--- config.mk ---
export PLATFORM = sky130hd
export DESIGN_NAME = io_base_status
export DESIGN_NICKNAME = d
export VERILOG_FILES = /design/src/shared/io_base_pkg.sv /design/src/design/io_base_status.sv
export SDC_FILE = /design/constraint.sdc
export NUM_CORES = 1
export LEC_CHECK = 0
export BUFFER_PORTS_ARGS = -buffer_cell sky130_fd_sc_hd__buf_4
export CORE_ASPECT_RATIO = 0.75
export CORE_MARGIN = 2
export CORE_UTILIZATION = 58
export CTS_CLUSTER_DIAMETER = 100
export DETAILED_ROUTE_END_ITERATION = 8
export PLACE_DENSITY = 0.86
export SLEW_MARGIN = 20
export SYNTH_ARGS = -nofsm -noshare
export SYNTH_HDL_FRONTEND = slang
export SYNTH_SLANG_ARGS = --single-unit
--- constraint.sdc ---
create_clock -name core_clk -period 5.85 [get_ports core_clk]
set_input_delay 0.2925 -clock core_clk [delete_from_list [all_inputs] [get_ports core_clk]]
set_output_delay 0.2925 -clock core_clk [all_outputs]
set_load 0.01 [all_outputs]
--- src/shared/io_base_pkg.sv ---
// Contract
// - Word 1 low byte: per-module config mismatch
// - Word 1 high byte: per-module error
// - Word 2 high byte: per-module calibration
// - Word 2 low byte: watchdog trip count
// - Word 7: full 16-bit watchdog trip count
// - Power-up error flag stays set, sticky
// - Offline flag high while base offline
// - Undefined flag high inside 8V-16V band
// - Alarm bits encode normal/low/high/low-low/high-high
// - Lifetime error held until host clears it
// - Word 3 reports not-configured flag
// - Words 8 to 15 hold firmware version
// - Stop or timeout: network LED flashes
// - Unconfigured: module and network LEDs flash
// - Mismatch: ok and network flash, module on
// - Disabled channel keeps its LED off
// - Current/voltage input LED off below 0.2%
// - RTD input LED off on open circuit
// - Thermocouple input LED on when enabled
// - Analog update period 10 ms to 255 s
// - Stop/idle output: hold, min, mid, max
package io_base_pkg;
    // Timing
    localparam int CLK_HZ   = 125_000_000;
    localparam int TICK_MS  = 10;
    localparam int FLASH_HZ = 1;
    // Update period in 10 ms ticks
    localparam logic [14:0] PERIOD_MIN = 15'h0001;
    localparam logic [14:0] PERIOD_MAX = 15'h639c;
    localparam logic [14:0] PERIOD_RST = 15'h0064;
    // Undefined band of a 24V input, millivolts
    localparam logic [15:0] UNDEF_LO_MV = 16'h1f40;
    localparam logic [15:0] UNDEF_HI_MV = 16'h3e80;
    // Analog input zero threshold, 0.2 percent of full scale
    localparam int          AI_PERMILLE = 2;
    localparam logic [15:0] AI_FULL     = 16'hffff;
    localparam logic [15:0] AI_THRESH   = 16'((65535 * AI_PERMILLE) / 1000);
    localparam logic [15:0] AO_MID      = 16'h8000;
    localparam logic [15:0] AO_ZERO     = 16'h0000;
    localparam logic [15:0] CNT_MAX     = 16'hffff;
    // Register map, byte addresses
    localparam int          ADDR_W      = 8;
    localparam logic [7:0]  STATUS_BASE = 8'h00;
    localparam int          STATUS_WORDS = 15;
    localparam logic [7:0]  CTRL_OFF    = 8'h40;
    localparam logic [7:0]  PERIOD_OFF  = 8'h44;
    localparam logic [7:0]  WORD3_OFF   = 8'h08;
    // Status word 3 bit positions
    localparam int W3_PUP = 0;
    localparam int W3_OFFLINE = 1;
    localparam int W3_IN1 = 2;
    localparam int W3_IN2 = 3;
    localparam int W3_ALM0 = 4;
    localparam int W3_ALARM_B1 = 5;
    localparam int W3_ALARM_EXTREME = 6;
    localparam int W3_LIFE = 7;
    localparam int W3_NOCFG = 8;
    // Control register bit positions
    localparam int CT_CONFIGURED = 0;
    localparam int CT_AI_EN = 1;
    localparam int CT_AO_EN = 2;
    localparam int CT_AI_MODE = 3;
    localparam int CT_AO_STOP = 5;
    // Analog input modes
    localparam logic [1:0] AI_MODE_LINEAR = 2'h0;
    localparam logic [1:0] AI_MODE_RTD    = 2'h1;
    localparam logic [1:0] AI_MODE_TC     = 2'h2;
    // Analog output stop/idle behaviour
    localparam logic [1:0] AO_STOP_MIN  = 2'h0;
    localparam logic [1:0] AO_STOP_HOLD = 2'h1;
    localparam logic [1:0] AO_STOP_MID  = 2'h2;
    localparam logic [1:0] AO_STOP_MAX  = 2'h3;
    typedef enum logic [2:0] {ALARM_NORMAL, ALARM_LOW, ALARM_HIGH, ALARM_LOW_LOW, ALARM_HIGH_HIGH} alarm_level_e;
    typedef enum logic [1:0] {LED_NORMAL, LED_MISMATCH, LED_UNCONFIGURED, LED_STOPPED} led_mode_e;
endpackage : io_base_pkg

--- src/design/io_base_status.sv ---
// The APB register port and the placing of the registers were left to the implementer.
`timescale 1ns/10ps
module io_base_status
    import io_base_pkg::*;
#(
    parameter int          TICK_CYCLES       = CLK_HZ / 1000 * TICK_MS,
    parameter int          FLASH_HALF_CYCLES = CLK_HZ / (2 * FLASH_HZ),
    parameter logic [15:0] BASE_TYPE         = 16'h00a5,  // Arbitrary value
    parameter logic [127:0] FW_VERSION       = 128'h0001_0002_0003_0004_0005_0006_0007_0008  // Arbitrary value
) (
    input  wire logic              core_clk,
    input  wire logic              nrst,
    input  wire logic              psel,
    input  wire logic              penable,
    input  wire logic              pwrite,
    input  wire logic [ADDR_W-1:0] paddr,
    input  wire logic [31:0]       pwdata,
    output logic                   pready,
    output logic                   pslverr,
    output logic [31:0]            prdata,
    input  wire logic [7:0]        module_config_mismatch,
    input  wire logic [7:0]        module_error,
    input  wire logic [7:0]        module_calibration,
    input  wire logic              watchdog_trip,
    input  wire logic              powerup_fault,
    input  wire logic              base_offline,
    input  wire logic [15:0]       input1_mv,
    input  wire logic [15:0]       input2_mv,
    input  wire logic [2:0]        alarm_level,
    input  wire logic              lifetime_event,
    input  wire logic [15:0]       base_network_id,
    input  wire logic [15:0]       base_scan_rate,
    input  wire logic              host_stop,
    input  wire logic              comm_timeout,
    input  wire logic [15:0]       ai_value,
    input  wire logic              ai_open_circuit,
    input  wire logic [15:0]       ao_host_value,
    output logic                   ai_sample,
    output logic [15:0]            ao_value,
    output logic                   power_led,
    output logic                   ok_led,
    output logic                   module_led,
    output logic                   network_led,
    output logic                   analog_in_led,
    output logic                   analog_out_led
);

    // Refuse counts the dividers cannot serve
    if (TICK_CYCLES < 1 || FLASH_HALF_CYCLES < 1) begin : g_bad_count
        $error("io_base_status: divider counts must be at least one");
    end

    typedef struct packed {
        logic        pready;
        logic        pslverr;
        logic [31:0] prdata;
        logic        configured;
        logic        ai_en;
        logic        ao_en;
        logic [1:0]  ai_mode;
        logic [1:0]  ao_stop;
        logic [14:0] period;
        logic [31:0] tick_cnt;
        logic [14:0] period_cnt;
        logic        ai_sample;
        logic [31:0] flash_cnt;
        logic        flash;
        logic        powerup_error;
        logic        life;
        logic [15:0] wdg_cnt;
        logic [1:0]  undef;
        logic [15:0] ao_value;
        led_mode_e   led_mode;
        logic        power_led;
        logic        ok_led;
        logic        module_led;
        logic        network_led;
        logic        ai_led;
        logic        ao_led;
    } state_s;

    state_s s_q;
    state_s s_d;

    // True while a 24V input sits in the undefined band
    function automatic logic in_band(input logic [15:0] mv);
        in_band = (mv >= UNDEF_LO_MV) && (mv <= UNDEF_HI_MV);
    endfunction : in_band

    // Alarm level to extreme, b1, b0
    function automatic logic [2:0] alarm_bits(input logic [2:0] lvl);
        case (lvl)
            ALARM_LOW:       alarm_bits = 3'h1;
            ALARM_HIGH:      alarm_bits = 3'h2;
            ALARM_LOW_LOW:   alarm_bits = 3'h4;
            ALARM_HIGH_HIGH: alarm_bits = 3'h7;
            default:         alarm_bits = 3'h0;
        endcase
    endfunction : alarm_bits

    logic        access;
    logic        wr;
    logic [15:0] word3;
    logic [3:0]  widx;

    // Decode of the APB access phase
    assign access = psel && penable && !s_q.pready;
    assign wr     = access && pwrite;
    assign widx   = 4'(paddr[ADDR_W-1:2]);

    // Status word 3 assembly
    always_comb begin
        word3                     = 16'h0000;
        word3[W3_PUP]             = s_q.powerup_error;
        word3[W3_OFFLINE]         = base_offline;
        word3[W3_IN1]             = s_q.undef[0];
        word3[W3_IN2]             = s_q.undef[1];
        word3[W3_ALARM_EXTREME:W3_ALM0]    = {alarm_bits(alarm_level)};
        word3[W3_LIFE]            = s_q.life;
        word3[W3_NOCFG]           = !s_q.configured;
    end

    // Next state of the whole block
    always_comb begin
        s_d           = s_q;
        s_d.pready    = access;
        s_d.pslverr   = 1'b0;
        s_d.ai_sample = 1'b0;

        // Register reads, latched with the answer
        if (access && !pwrite) begin
            s_d.prdata = 32'h0000_0000;
            if (paddr[1:0] != 2'h0) begin
                s_d.pslverr = 1'b1;
            end else if (paddr == CTRL_OFF) begin
                s_d.prdata = {25'h0, s_q.ao_stop, s_q.ai_mode, s_q.ao_en, s_q.ai_en, s_q.configured};
            end else if (paddr == PERIOD_OFF) begin
                s_d.prdata = {17'h0, s_q.period};
            end else if (paddr >= STATUS_BASE && int'(paddr[ADDR_W-1:2]) < STATUS_WORDS) begin  // Whole index, no alias
                case (widx)
                    4'h0: s_d.prdata = {16'h0, module_error, module_config_mismatch};
                    4'h1: s_d.prdata = {16'h0, module_calibration, s_q.wdg_cnt[7:0]};
                    4'h2: s_d.prdata = {16'h0, word3};
                    4'h3: s_d.prdata = {16'h0, base_network_id};
                    4'h4: s_d.prdata = {16'h0, BASE_TYPE};
                    4'h5: s_d.prdata = {16'h0, base_scan_rate};
                    4'h6: s_d.prdata = {16'h0, s_q.wdg_cnt};
                    default: s_d.prdata = {16'h0, FW_VERSION[16*(14-int'(widx)) +: 16]};
                endcase
            end else begin
                s_d.pslverr = 1'b1;
            end
        end

        // Register writes
        if (wr) begin
            if (paddr == CTRL_OFF) begin
                s_d.configured = pwdata[CT_CONFIGURED];
                s_d.ai_en      = pwdata[CT_AI_EN];
                s_d.ao_en      = pwdata[CT_AO_EN];
                s_d.ai_mode    = pwdata[CT_AI_MODE +: 2];
                s_d.ao_stop    = pwdata[CT_AO_STOP +: 2];
            end else if (paddr == PERIOD_OFF) begin
                // Out-of-range periods are refused
                if (pwdata[14:0] >= PERIOD_MIN && pwdata[14:0] <= PERIOD_MAX && pwdata[31:15] == 17'h0) begin
                    s_d.period = pwdata[14:0];
                end else begin
                    s_d.pslverr = 1'b1;
                end
            end else if (paddr == WORD3_OFF) begin
                if (pwdata[W3_LIFE]) begin
                    s_d.life = 1'b0;
                end
            end else begin
                s_d.pslverr = 1'b1;
            end
        end

        // Sticky flags, set wins over clear
        if (powerup_fault) begin
            s_d.powerup_error = 1'b1;
        end
        if (lifetime_event) begin
            s_d.life = 1'b1;
        end

        // Watchdog trip count, saturating
        if (watchdog_trip && s_q.wdg_cnt != CNT_MAX) begin
            s_d.wdg_cnt = s_q.wdg_cnt + 16'h0001;
        end

        s_d.undef = {in_band(input2_mv), in_band(input1_mv)};

        // 10 ms tick and analog update period
        if (s_q.tick_cnt == 32'(TICK_CYCLES - 1)) begin
            s_d.tick_cnt = 32'h0000_0000;
            if (s_q.period_cnt >= s_q.period - 15'h0001) begin
                s_d.period_cnt = 15'h0000;
                s_d.ai_sample  = s_q.ai_en;
            end else begin
                s_d.period_cnt = s_q.period_cnt + 15'h0001;
            end
        end else begin
            s_d.tick_cnt = s_q.tick_cnt + 32'h0000_0001;
        end

        // Shared 1 Hz flash divider
        if (s_q.flash_cnt == 32'(FLASH_HALF_CYCLES - 1)) begin
            s_d.flash_cnt = 32'h0000_0000;
            s_d.flash     = !s_q.flash;
        end else begin
            s_d.flash_cnt = s_q.flash_cnt + 32'h0000_0001;
        end

        // Indicator mode, mismatch first
        if (|module_config_mismatch) begin
            s_d.led_mode = LED_MISMATCH;
        end else if (!s_q.configured) begin
            s_d.led_mode = LED_UNCONFIGURED;
        end else if (host_stop || comm_timeout) begin
            s_d.led_mode = LED_STOPPED;
        end else begin
            s_d.led_mode = LED_NORMAL;
        end

        // Base LEDs
        s_d.power_led = 1'b1;
        case (s_q.led_mode)
            LED_MISMATCH: begin
                s_d.ok_led      = s_q.flash;
                s_d.module_led  = 1'b1;
                s_d.network_led = s_q.flash;
            end
            LED_UNCONFIGURED: begin
                s_d.ok_led      = 1'b1;
                s_d.module_led  = s_q.flash;
                s_d.network_led = s_q.flash;
            end
            LED_STOPPED: begin
                s_d.ok_led      = 1'b1;
                s_d.module_led  = 1'b1;
                s_d.network_led = s_q.flash;
            end
            default: begin
                s_d.ok_led      = 1'b1;
                s_d.module_led  = 1'b1;
                s_d.network_led = !base_offline;
            end
        endcase

        // Analog input channel LED
        if (!s_q.ai_en) begin
            s_d.ai_led = 1'b0;
        end else begin
            case (s_q.ai_mode)
                AI_MODE_LINEAR: s_d.ai_led = ai_value > AI_THRESH;
                AI_MODE_RTD:    s_d.ai_led = !ai_open_circuit;
                AI_MODE_TC:     s_d.ai_led = 1'b1;
                default:        s_d.ai_led = 1'b1;
            endcase
        end
        s_d.ao_led = s_q.ao_en;

        // Analog output value, stop/idle behaviour
        if (!(host_stop || comm_timeout)) begin
            s_d.ao_value = ao_host_value;
        end else begin
            case (s_q.ao_stop)
                AO_STOP_HOLD: s_d.ao_value = s_q.ao_value;
                AO_STOP_MID:  s_d.ao_value = AO_MID;
                AO_STOP_MAX:  s_d.ao_value = AI_FULL;
                default:      s_d.ao_value = AO_ZERO;
            endcase
        end
    end

    // State register
    always_ff @(posedge core_clk or negedge nrst) begin
        if (!nrst) begin
            s_q        <= '0;
            s_q.period <= PERIOD_RST;
        end else begin
            s_q <= s_d;
        end
    end

    // Outputs straight from flops
    assign pready         = s_q.pready;
    assign pslverr        = s_q.pslverr;
    assign prdata         = s_q.prdata;
    assign ai_sample      = s_q.ai_sample;
    assign ao_value       = s_q.ao_value;
    assign power_led      = s_q.power_led;
    assign ok_led         = s_q.ok_led;
    assign module_led     = s_q.module_led;
    assign network_led    = s_q.network_led;
    assign analog_in_led  = s_q.ai_led;
    assign analog_out_led = s_q.ao_led;
endmodule : io_base_status

==> summary by stage, run 1 <==
Logic synthesis
dfrtp_1 is the most common cell in the netlist. The number of instances in the synthesized netlist is 945. In this run, synthesis inferred 0 flip-flops with an integrated enable.

Synthesis instantiated 67 different standard cells from the library. The top cell type by area accounts for 43.8% of the synthesized area. Sequential cells were found to cover 44.6% of the synthesized design area.

By area the synthesized netlist is led by dfrtp_1, xnor2_1, buf_4, ha_1, o21ai_0. For this run, the leading register cell type out of synthesis is dfrtp_1. The library cell with the largest summed area after synthesis is dfrtp_1.

The commonest cells after synthesis are dfrtp_1, nand2_1, nor2_1, o21ai_0, xnor2_1. The warning count from the yosys run is 0. Counting flops and latches in the post-synthesis netlist gives 165.

Dividing the synthesized area by the synthesized cell count gives 9.80 sq um. Of all flip-flops after synthesis, the portion carrying an async set or reset was 100%. The netlist area before placement is 9260 sq um.

CTS
The clock transition time at the flip-flop clock pins of the worst setup and hold paths is 0.06 ns. Post-CTS repair changed the size of 0 cells. The deepest level of the CTS H-tree is 4. The root buffer selected by CTS is clkbuf_16. The CTS buffer count is 17. The source-to-sink clock delay at the later pin of the worst-skew pair is 0.43 ns. The sink count of the clock tree is 165. No sink is reached through more buffers than the 2 on the longest clock path. TritonCTS built the clock tree.

Worst setup path
The critical setup path kind is reg2reg. In this run the worst setup path begins at s_q[128]. The largest single stage delay on the critical path is 0.52 ns. The worst setup path is launched from a flop. The buffer and inverter count on the worst path is 0. Data on the critical path is required at its endpoint by 6.22 ns.

The worst setup path is captured at a flop. Data arrives at the worst endpoint at 3.85 ns. The top fanout value on the critical path is 16. The worst register-to-register path begins at s_q[128]. The signal on the critical path passes through or3_1 > nor2_1 > nand3_1 > nor3_1 > xnor2_1 > ha_1 > a21o_1 > nand3_1 > o211ai_1 > a21o_1 > nor2_2 > mux2_2. Among all stages on the critical path, the largest delay is contributed by nor2_2.

The cell type group with the largest total delay on the critical path is simple AND/OR/NAND/NOR gates.

Floorplan
The number of placed I/O pins is 232. The die span in y is 113 um. The effective utilization at floorplan is 60.1%.

The row count is 39. The core outline area is 15400 sq um. The chip width is 150 um. The area enclosed by the die boundary is 17000 sq um.

STA
The sum of negative setup slack is 0 ns. The final worst clock skew is 0.00635 ns. Setup violations remaining at the end of the flow were counted as 0. The max-slew headroom at the worst pin is 28.8%. The worst hold-check slack is -0.0262 ns. The upper clock frequency limit is 287 MHz.

The period utilization is 59.5%. Setup repair after global routing left no endpoint under its margin. The final count of pins violating max slew is 0. The pin slew with the least headroom to its limit is 1.07 ns. The final number of hold-violating endpoints is 27. Counting I/O delays and the setup requirement, the final critical path takes 3.48 ns.

Global routing
The initial antenna violation count came to 0. Global routing used 29.2% of the available tracks across all layers. The number of global-route vias before repair is 7745.

The global-route wire length before repair is 38900 um. The sum of overflow across all layers after global routing is 0. The pin count of the biggest net entering global routing is 110.

Placement
Buffers placed on the I/O ports in this run total 213. The final RePlAce weighted congestion is 0.885. The instance count after placement with tap cells included is 1302. The post-detailed-placement half-perimeter wirelength is 17800 um.

Finish
The diode insertion count for antenna repair is 0. The count of cells in the finished layout, fillers not included, comes to 1335. The post-layout net count is 1317. The filler cell count in the final layout is 1115. The area added between synthesis and finish is 22.1%. The share of final-layout standard cells stronger than drive strength 1 is 25.8%.

Routing
The number of nets with antenna violations after detailed routing is 0. The mean routed wirelength per cell is 18.5 um. The DRC violation count after routing is 0. The pre-antenna-repair detailed-routing pass consisted of 5 iterations. The total via count after detailed routing is 8051.

The routed wire length is 24600 um. Using the TritonRoute via totals, the vias-per-cell ratio works out to 6.03. For this block, the initial DRC count from the detailed router was 721.

Job
The number of maximum-capacitance constraint violations is 0.

Run status
The flow ran to the end, but the final reports show violations. The final reports fail on hold timing.

Power and ir drop
The fraction of power consumed by combinational cells is 10.2%. The design draws 0.00259 W. The switching power as a share of total power is 24.3%. Sequential cells account for 46.9% of the total power. The relative contribution of the clock network to total power is 42.9%. Internal power comes to 0.00196 W. Power spread over the standard cell area amounts to 229 nW/um^2. The maximum ir drop on the vdd rail is 0.000155 V.

In this run the power spent charging and discharging nets is 0.000629 W. Summed over all cells, the static leakage comes to 5.44 nW.

Min path
The tightest min-delay check is of the in2async type.
## final timing paths
kind,slack (ns),cells past startpoint,to
setup / recovery,2.37,12,s_q[78]
hold / removal,-0.03,1,s_q[106]
setup reg to reg,2.37,12,s_q[78]
hold reg to reg,0.48,1,s_q[43]
max in group asynchronous,4.61,2,ao_value[12]
min in group core_clk,0.01,2,s_q[24]
## worst register-to-register path, cell delays in order (launching register included)
cell	delay (ns)
dfrtp_1	0.46
or3_1	0.39
nor2_1	0.26
nand3_1	0.21
nor3_1	0.22
xnor2_1	0.15
ha_1	0.26
a21o_1	0.18
nand3_1	0.07
o211ai_1	0.09
a21o_1	0.33
nor2_2	0.52
mux2_2	0.27
## cell families (layout without fill, tap and decap cells)
kind of cell | Yosys count | in the layout | share of synthesized area (%)
simple gates | 360 | 360 | 20.6
compound gates | 183 | 183 | 13.3
flops | 165 | 165 | 44.6
buf+inv | 94 | 264 | 6.02
xor+xnor | 90 | 90 | 8.51
mux | 26 | 26 | 3.54
fa+ha+maj | 25 | 25 | 3.38
other cells | 2 | 17 | 0.0811
## placed cells by master (no fill, tap or decap), drive strengths merged, types with 21 or more instances in the layout
| master | instances |
|---|---|
| a21oi | 24 |
| a22oi | 26 |
| and3 | 25 |
| buf | 218 |
| clkbuf | 21 |
| dfrtp | 162 |
| ha | 25 |
| mux2 | 24 |
| nand2 | 74 |
| nand3 | 51 |
| nand4 | 26 |
| nor2 | 73 |
| nor3 | 28 |
| nor4 | 24 |
| o21ai | 61 |
| xnor2 | 56 |
| xor2 | 34 |
## stage by stage
step                area (sq um)  setup WS [ns]  utilization [%]
floorplan                   9320           3.04                -
global placement           10700           2.51             69.4
detailed placement         10700           2.46             69.4
CTS                        11300           2.41             73.2
global route               11300           2.06             73.3
finish                     11300           2.37             73.3
## power groups by stage
stage | Sequential [W] | Clock (W) | Combinational, W
final | 0.00122 | 0.00111 | 0.000264
after global routing | 0.00122 | 0.00118 | 0.000290
after CTS | 0.00121 | 0.00112 | 0.000262
after detailed placement | 0.00123 | 0 | 0.000261
after global placement | 0.00123 | 0 | 0.000255
after floorplan | 0.00122 | 0 | 0.000121
## state kept, by name, indices dropped and copies added, names as in the netlist
register        flops
s_q               123
ao_value           16
prdata             16
ai_sample           1
analog_in_led       1
analog_out_led      1
module_led          1
network_led         1
ok_led              1
power_led           1
pready              1
pslverr             1
s_d                 1
## per-layer routing
layer  part of all wire (%)  GRT usage [%]  wire length [um]
met4                    2.9           11.2               718
met1                     43           40.3             10500
met3                    7.7           6.44              1910
met2                     47           45.6             11500
met5                      0              0                 0
## timing repair
action / 4_1_cts / 5_1_grt
endpoints found under the hold margin: 0 / 1
hold buffers: 0 / 1
setup buffers: 0 / 0
## area by class of cell
type / instances / area [sq um] / area share (%)
multi-input cells: 701 / 4640 / 41.0
flip-flops and latches: 165 / 4130 / 36.5
repair buffers: 219 / 1650 / 14.6
clock buffers: 21 / 460 / 4.07
well taps: 205 / 256 / 2.27
clock inverters: 11 / 125 / 1.11
inverters: 13 / 48.8 / 0.431
Note: power is estimated with default switching activity, not from simulation.
==> run 2: changes to the inputs <==
- ABC_AREA: not set -> 1
- CORE_UTILIZATION: 58 -> 56
- PLACE_DENSITY: 0.86 -> 0.82
- clock period: 5.85 -> 3.4 ns (I/O delays scaled with it)
==> run 2 against run 1 <==
Effect of this change: clock skew rose by 0.0025 ns; flip-flop and latch count did not move; largest cell class unchanged; worst setup slack got worse by 2.0 ns; first-iteration DRC count rose by 44%; clock power rose by 77%; highest routed layer unchanged; the run now ends clean.
==> summary by stage, run 2 <==
Run status
The flow ran to the end, and the final reports show no timing, DRC or antenna violations.

Placement
At the end of routability-driven placement, the weighted congestion stood at 0.945. In this run, placement finished with an instance count of 2007. The worst-case setup slack after placement is 0.373 ns. The post-detailed-placement half-perimeter wirelength is 23300 um. Port buffering added 213 buffers.

Floorplan
After floorplanning, the core was sized to cover 19300 sq um. The effective utilization at floorplan is 56.9%. The die is 166 um wide. The floorplan step defined a die boundary enclosing 20700 sq um. The floorplan step set the die height to 125 um. 232 I/O pins were placed. After floorplanning, the core was divided into 44 placement rows.

Global routing
The initial antenna violation count is 0. The number of global-route vias before repair is 10400. The sum of overflow across all layers after global routing is 0. The first global-routing pass estimated 51200 um of wire. The pin count of the biggest net entering global routing is 98. For this run, the total global-route usage over all layers was measured as 30.9%.

Logic synthesis
The synthesized design devotes to its leading area cell type 37.0% of total area. For this run, asynchronously set or reset flops after synthesis account for 100%. The area share of xor/xnor cells in the synthesized design is 6.79%. After Yosys synthesis, full adders, half adders and majority gates account for 2.85% of the synthesized area. A synthesized cell averages 6.89 sq um. Yosys attributes the largest share of cell area to dfrtp_1, nand2_1, nor2_1, inv_1, xor2_1. In this run, synthesis produced a sequential element count of 165.

The multiplexer area fraction after synthesis is 0%. The synthesized design contains 0 enable-type register cells. The post-synthesis compound-gate area fraction is 5.00%. The largest family of logic cells by synthesized area is simple AND/OR/NAND/NOR gates.

The Yosys step of the flow raised 0 warnings. Synthesis produced a netlist whose cell count is 1591. By instance count, the leading cell after synthesis is nand2_1. The number of distinct library cell variants in the gate-level netlist after synthesis is 39.

The library cell with the largest summed area after synthesis is dfrtp_1. The most used flip-flop cell after synthesis is dfrtp_1. The commonest cells after synthesis are nand2_1, nor2_1, inv_1, dfrtp_1, nand3_1. The netlist area before placement is 11000 sq um. The sequential fraction of the synthesis area is 37.7%. The area fraction in and, or, nand and nor cells after synthesis is 36.1%.

STA
The pin slew with the least headroom to its limit is 0.918 ns. Dividing the final minimum period by the clock period gives 89.3%. Adding up every negative setup slack in the final design gives 0 ns. The final setup violation count is 0. For the finished layout, the period the worst path requires is 3.04 ns. In the post-route analysis, the smallest setup slack over all paths is 0.364 ns. The final count of pins violating max slew is 0.

The max-slew headroom at the worst pin is 38.6%. Setup repair after global routing left no endpoint under its margin. Across the routed clock network, the largest skew measured is 0.00886 ns. The final number of hold-violating endpoints came to 0. For this run, the top clock speed supported by timing is 329 MHz.

Worst setup path
STA classifies the critical path startpoint as a flop. The top fanout value on the critical path is 11. In this run the register-to-register setup slack is 0.36 ns. The end of the worst register-to-register path is s_q[92].

The critical setup path kind is reg2reg. STA classifies the critical path endpoint as a flop. The cell occurring most often along the worst timing path is nand2_1. Walking the worst path, the cells encountered are inv_1 > ha_1 > nand2_1 > nor3_1 > nand4_1 > xor2_1 > ha_1 > nand2_1 > inv_1 > nand2_1 > nand2_1 > a21oi_1 > nand2_1 > nor2_1 > buf_4 > nand3_1 > nand2_1. In this design, the stage delay of the slowest critical-path cell is 0.51 ns. The required time reported for the critical path endpoint is 3.77 ns. Data on the critical path arrives at its endpoint at 3.41 ns.

Measured in cells, the most critical reg-to-reg path has a length of 17. The worst flop-to-flop path startpoint is s_q[125]. On the critical path, the stage with the largest delay is an instance of nor3_1.

Finish
Relative to the synthesized area, the layout overhead comes to 21.8%. The library cells used most frequently in the layout, excluding fill and tap cells, are nand2_1, buf_4, nor2_1, inv_1, dfrtp_1. The repair_antennas step left the layout with diodes totalling 0. The number of flip-flops under the largest register name is 123. The top register by number of flip-flops is s_q. The share of final-layout standard cells stronger than drive strength 1 is 15.4%. After the last flow step, the layout net total stands at 1995. Once layout is complete, the cells apart from fillers number 2061. Leaving out fill and tap cells, the most frequent cell in the layout is nand2_1.

CTS
The deepest level of the CTS H-tree is 4. For the worst-skew pair, the clock arrives at the later sink with an insertion delay of 0.44 ns. After clock tree synthesis, the clock-pin slew on the worst setup and hold paths is 0.07 ns. No sink is reached through more buffers than the 2 on the longest clock path. The root buffer selected by CTS is clkbuf_16. TritonCTS built the clock tree. The sink count of the clock tree is 165. The number of instances resized during post-cts repair is 0. Counting the buffers created by CTS gives 17.

Job
Across the run, the number of max-cap violations was 0.

Min path
In this run the most critical hold path is launched from pwdata[6]. The worst hold path was traced through 3 stages. The path class of the tightest hold or removal check is in2reg. The endpoint of the worst hold-timing path is s_q[131].

Power and ir drop
The internal power of the cells totals 0.00327 W. The net switching power figure is 0.00134 W. The relative contribution of the clock network to total power is 42.6%. The reported leakage power is 7.13 nW. The worst-case IR drop observed on VDD is 0.000339 V.

In this run switching power makes up 29.0% of total power. The share of total power dissipated in sequential elements is 45.5%. Of the total power, combinational logic draws 11.9%. The total power divided by cell area is 345 nW/um^2.

Routing
The routed wire length is 30900 um. The mean routed wirelength per cell is 15.0 um. For this run, the detailed router's first-pass iteration total came to 5. The first routing iteration left 1039 violations. The final route contains 11000 vias. The routed via count divided by cell count is 5.33. The DRC violation count after routing is 0. The count of nets left with antenna violations once routing finished came out at 0.
[run 2: cell count changes after synthesis, sizes merged, moves of 39 or more]
cell / delta
nand2: +422
inv: +190
nor2: +140
nand3: +50
xnor2: -44
xor2: +39
[run 2: repair_timing]
| item | 4_1_cts | 5_1_grt |
|---|---|---|
| endpoints found under the hold margin | 113 | 0 |
| buffers inserted | 0 | 0 |
| hold buffers | 22 | 0 |
| endpoints found under the setup margin | 0 | 0 |
[run 2: critical path, delay by kind of cell, from the launching register on]
| family | cells | cell delay, ns |
|---|---|---|
| compound gates | 1 | 0.16 |
| fa+ha+maj | 2 | 0.50 |
| simple gates | 10 | 1.34 |
| buf+inv | 3 | 0.39 |
| xor+xnor | 1 | 0.19 |
| flops | 1 | 0.38 |
[run 2: cells by family after synthesis]
group                    Yosys count
AND/OR/NAND/NOR                  934
AO/OA/AOI/OAI                    101
XOR/XNOR                          85
buffers and inverters            279
flip-flops                       165
other                              2
adder cells (fa/ha/maj)           25
[run 2: layout make-up]
class | instances | area (sq um)
clock inverter | 15 | 180
multi-input combinational | 1162 | 5620
timing repair buffer | 244 | 1900
clock buffer | 17 | 425
tap | 253 | 317
inverter | 205 | 771
sequential | 165 | 4130
fill | 1613 | 5920
[run 2: worst max-delay path by stage]
stage	startpoint	to	slack, ns	cells after the start
floorplan	s_q[125]	s_q[80]	0.64	17
global placement	s_q[125]	s_q[87]	0.50	17
detailed placement	s_q[125]	s_q[87]	0.37	17
CTS	s_q[125]	s_q[92]	0.37	17
global route	s_q[125]	s_q[89]	0.08	17
finish	s_q[125]	s_q[92]	0.36	17
[run 2: metal layers]
metal  wire (um)  global-route usage (%)
met2       14200                    47.5
met5           0                       0
met1       13400                    44.1
met4         807                    9.48
met3        2450                    6.20
[run 2: through the flow]
| stage | utilization (%) | hold slack, ns | instance area (sq um) | power (W) |
|---|---|---|---|---|
| 2_1_floorplan | - | -0.126 | 11000 | 0.00237 |
| 3_3_place_gp | 65.0 | 0.323 | 12500 | 0.00263 |
| 4_1_cts | 69.3 | 0.00162 | 13400 | 0.00462 |
| 3_5_place_dp | 65.0 | 0.329 | 12500 | 0.00265 |
| 5_1_grt | 69.3 | 0.0154 | 13400 | 0.00478 |
| 6_report | 69.3 | 0.0142 | 13400 | 0.00461 |
[run 2: power by group through the flow]
stage | sequential (W) | clock (W) | combinational (W)
floorplan | 0.00210 | 0 | 0.000266
global placement | 0.00213 | 0 | 0.000503
detailed placement | 0.00213 | 0 | 0.000519
CTS | 0.00209 | 0.00198 | 0.000541
global route | 0.00210 | 0.00207 | 0.000607
finish | 0.00210 | 0.00196 | 0.000547
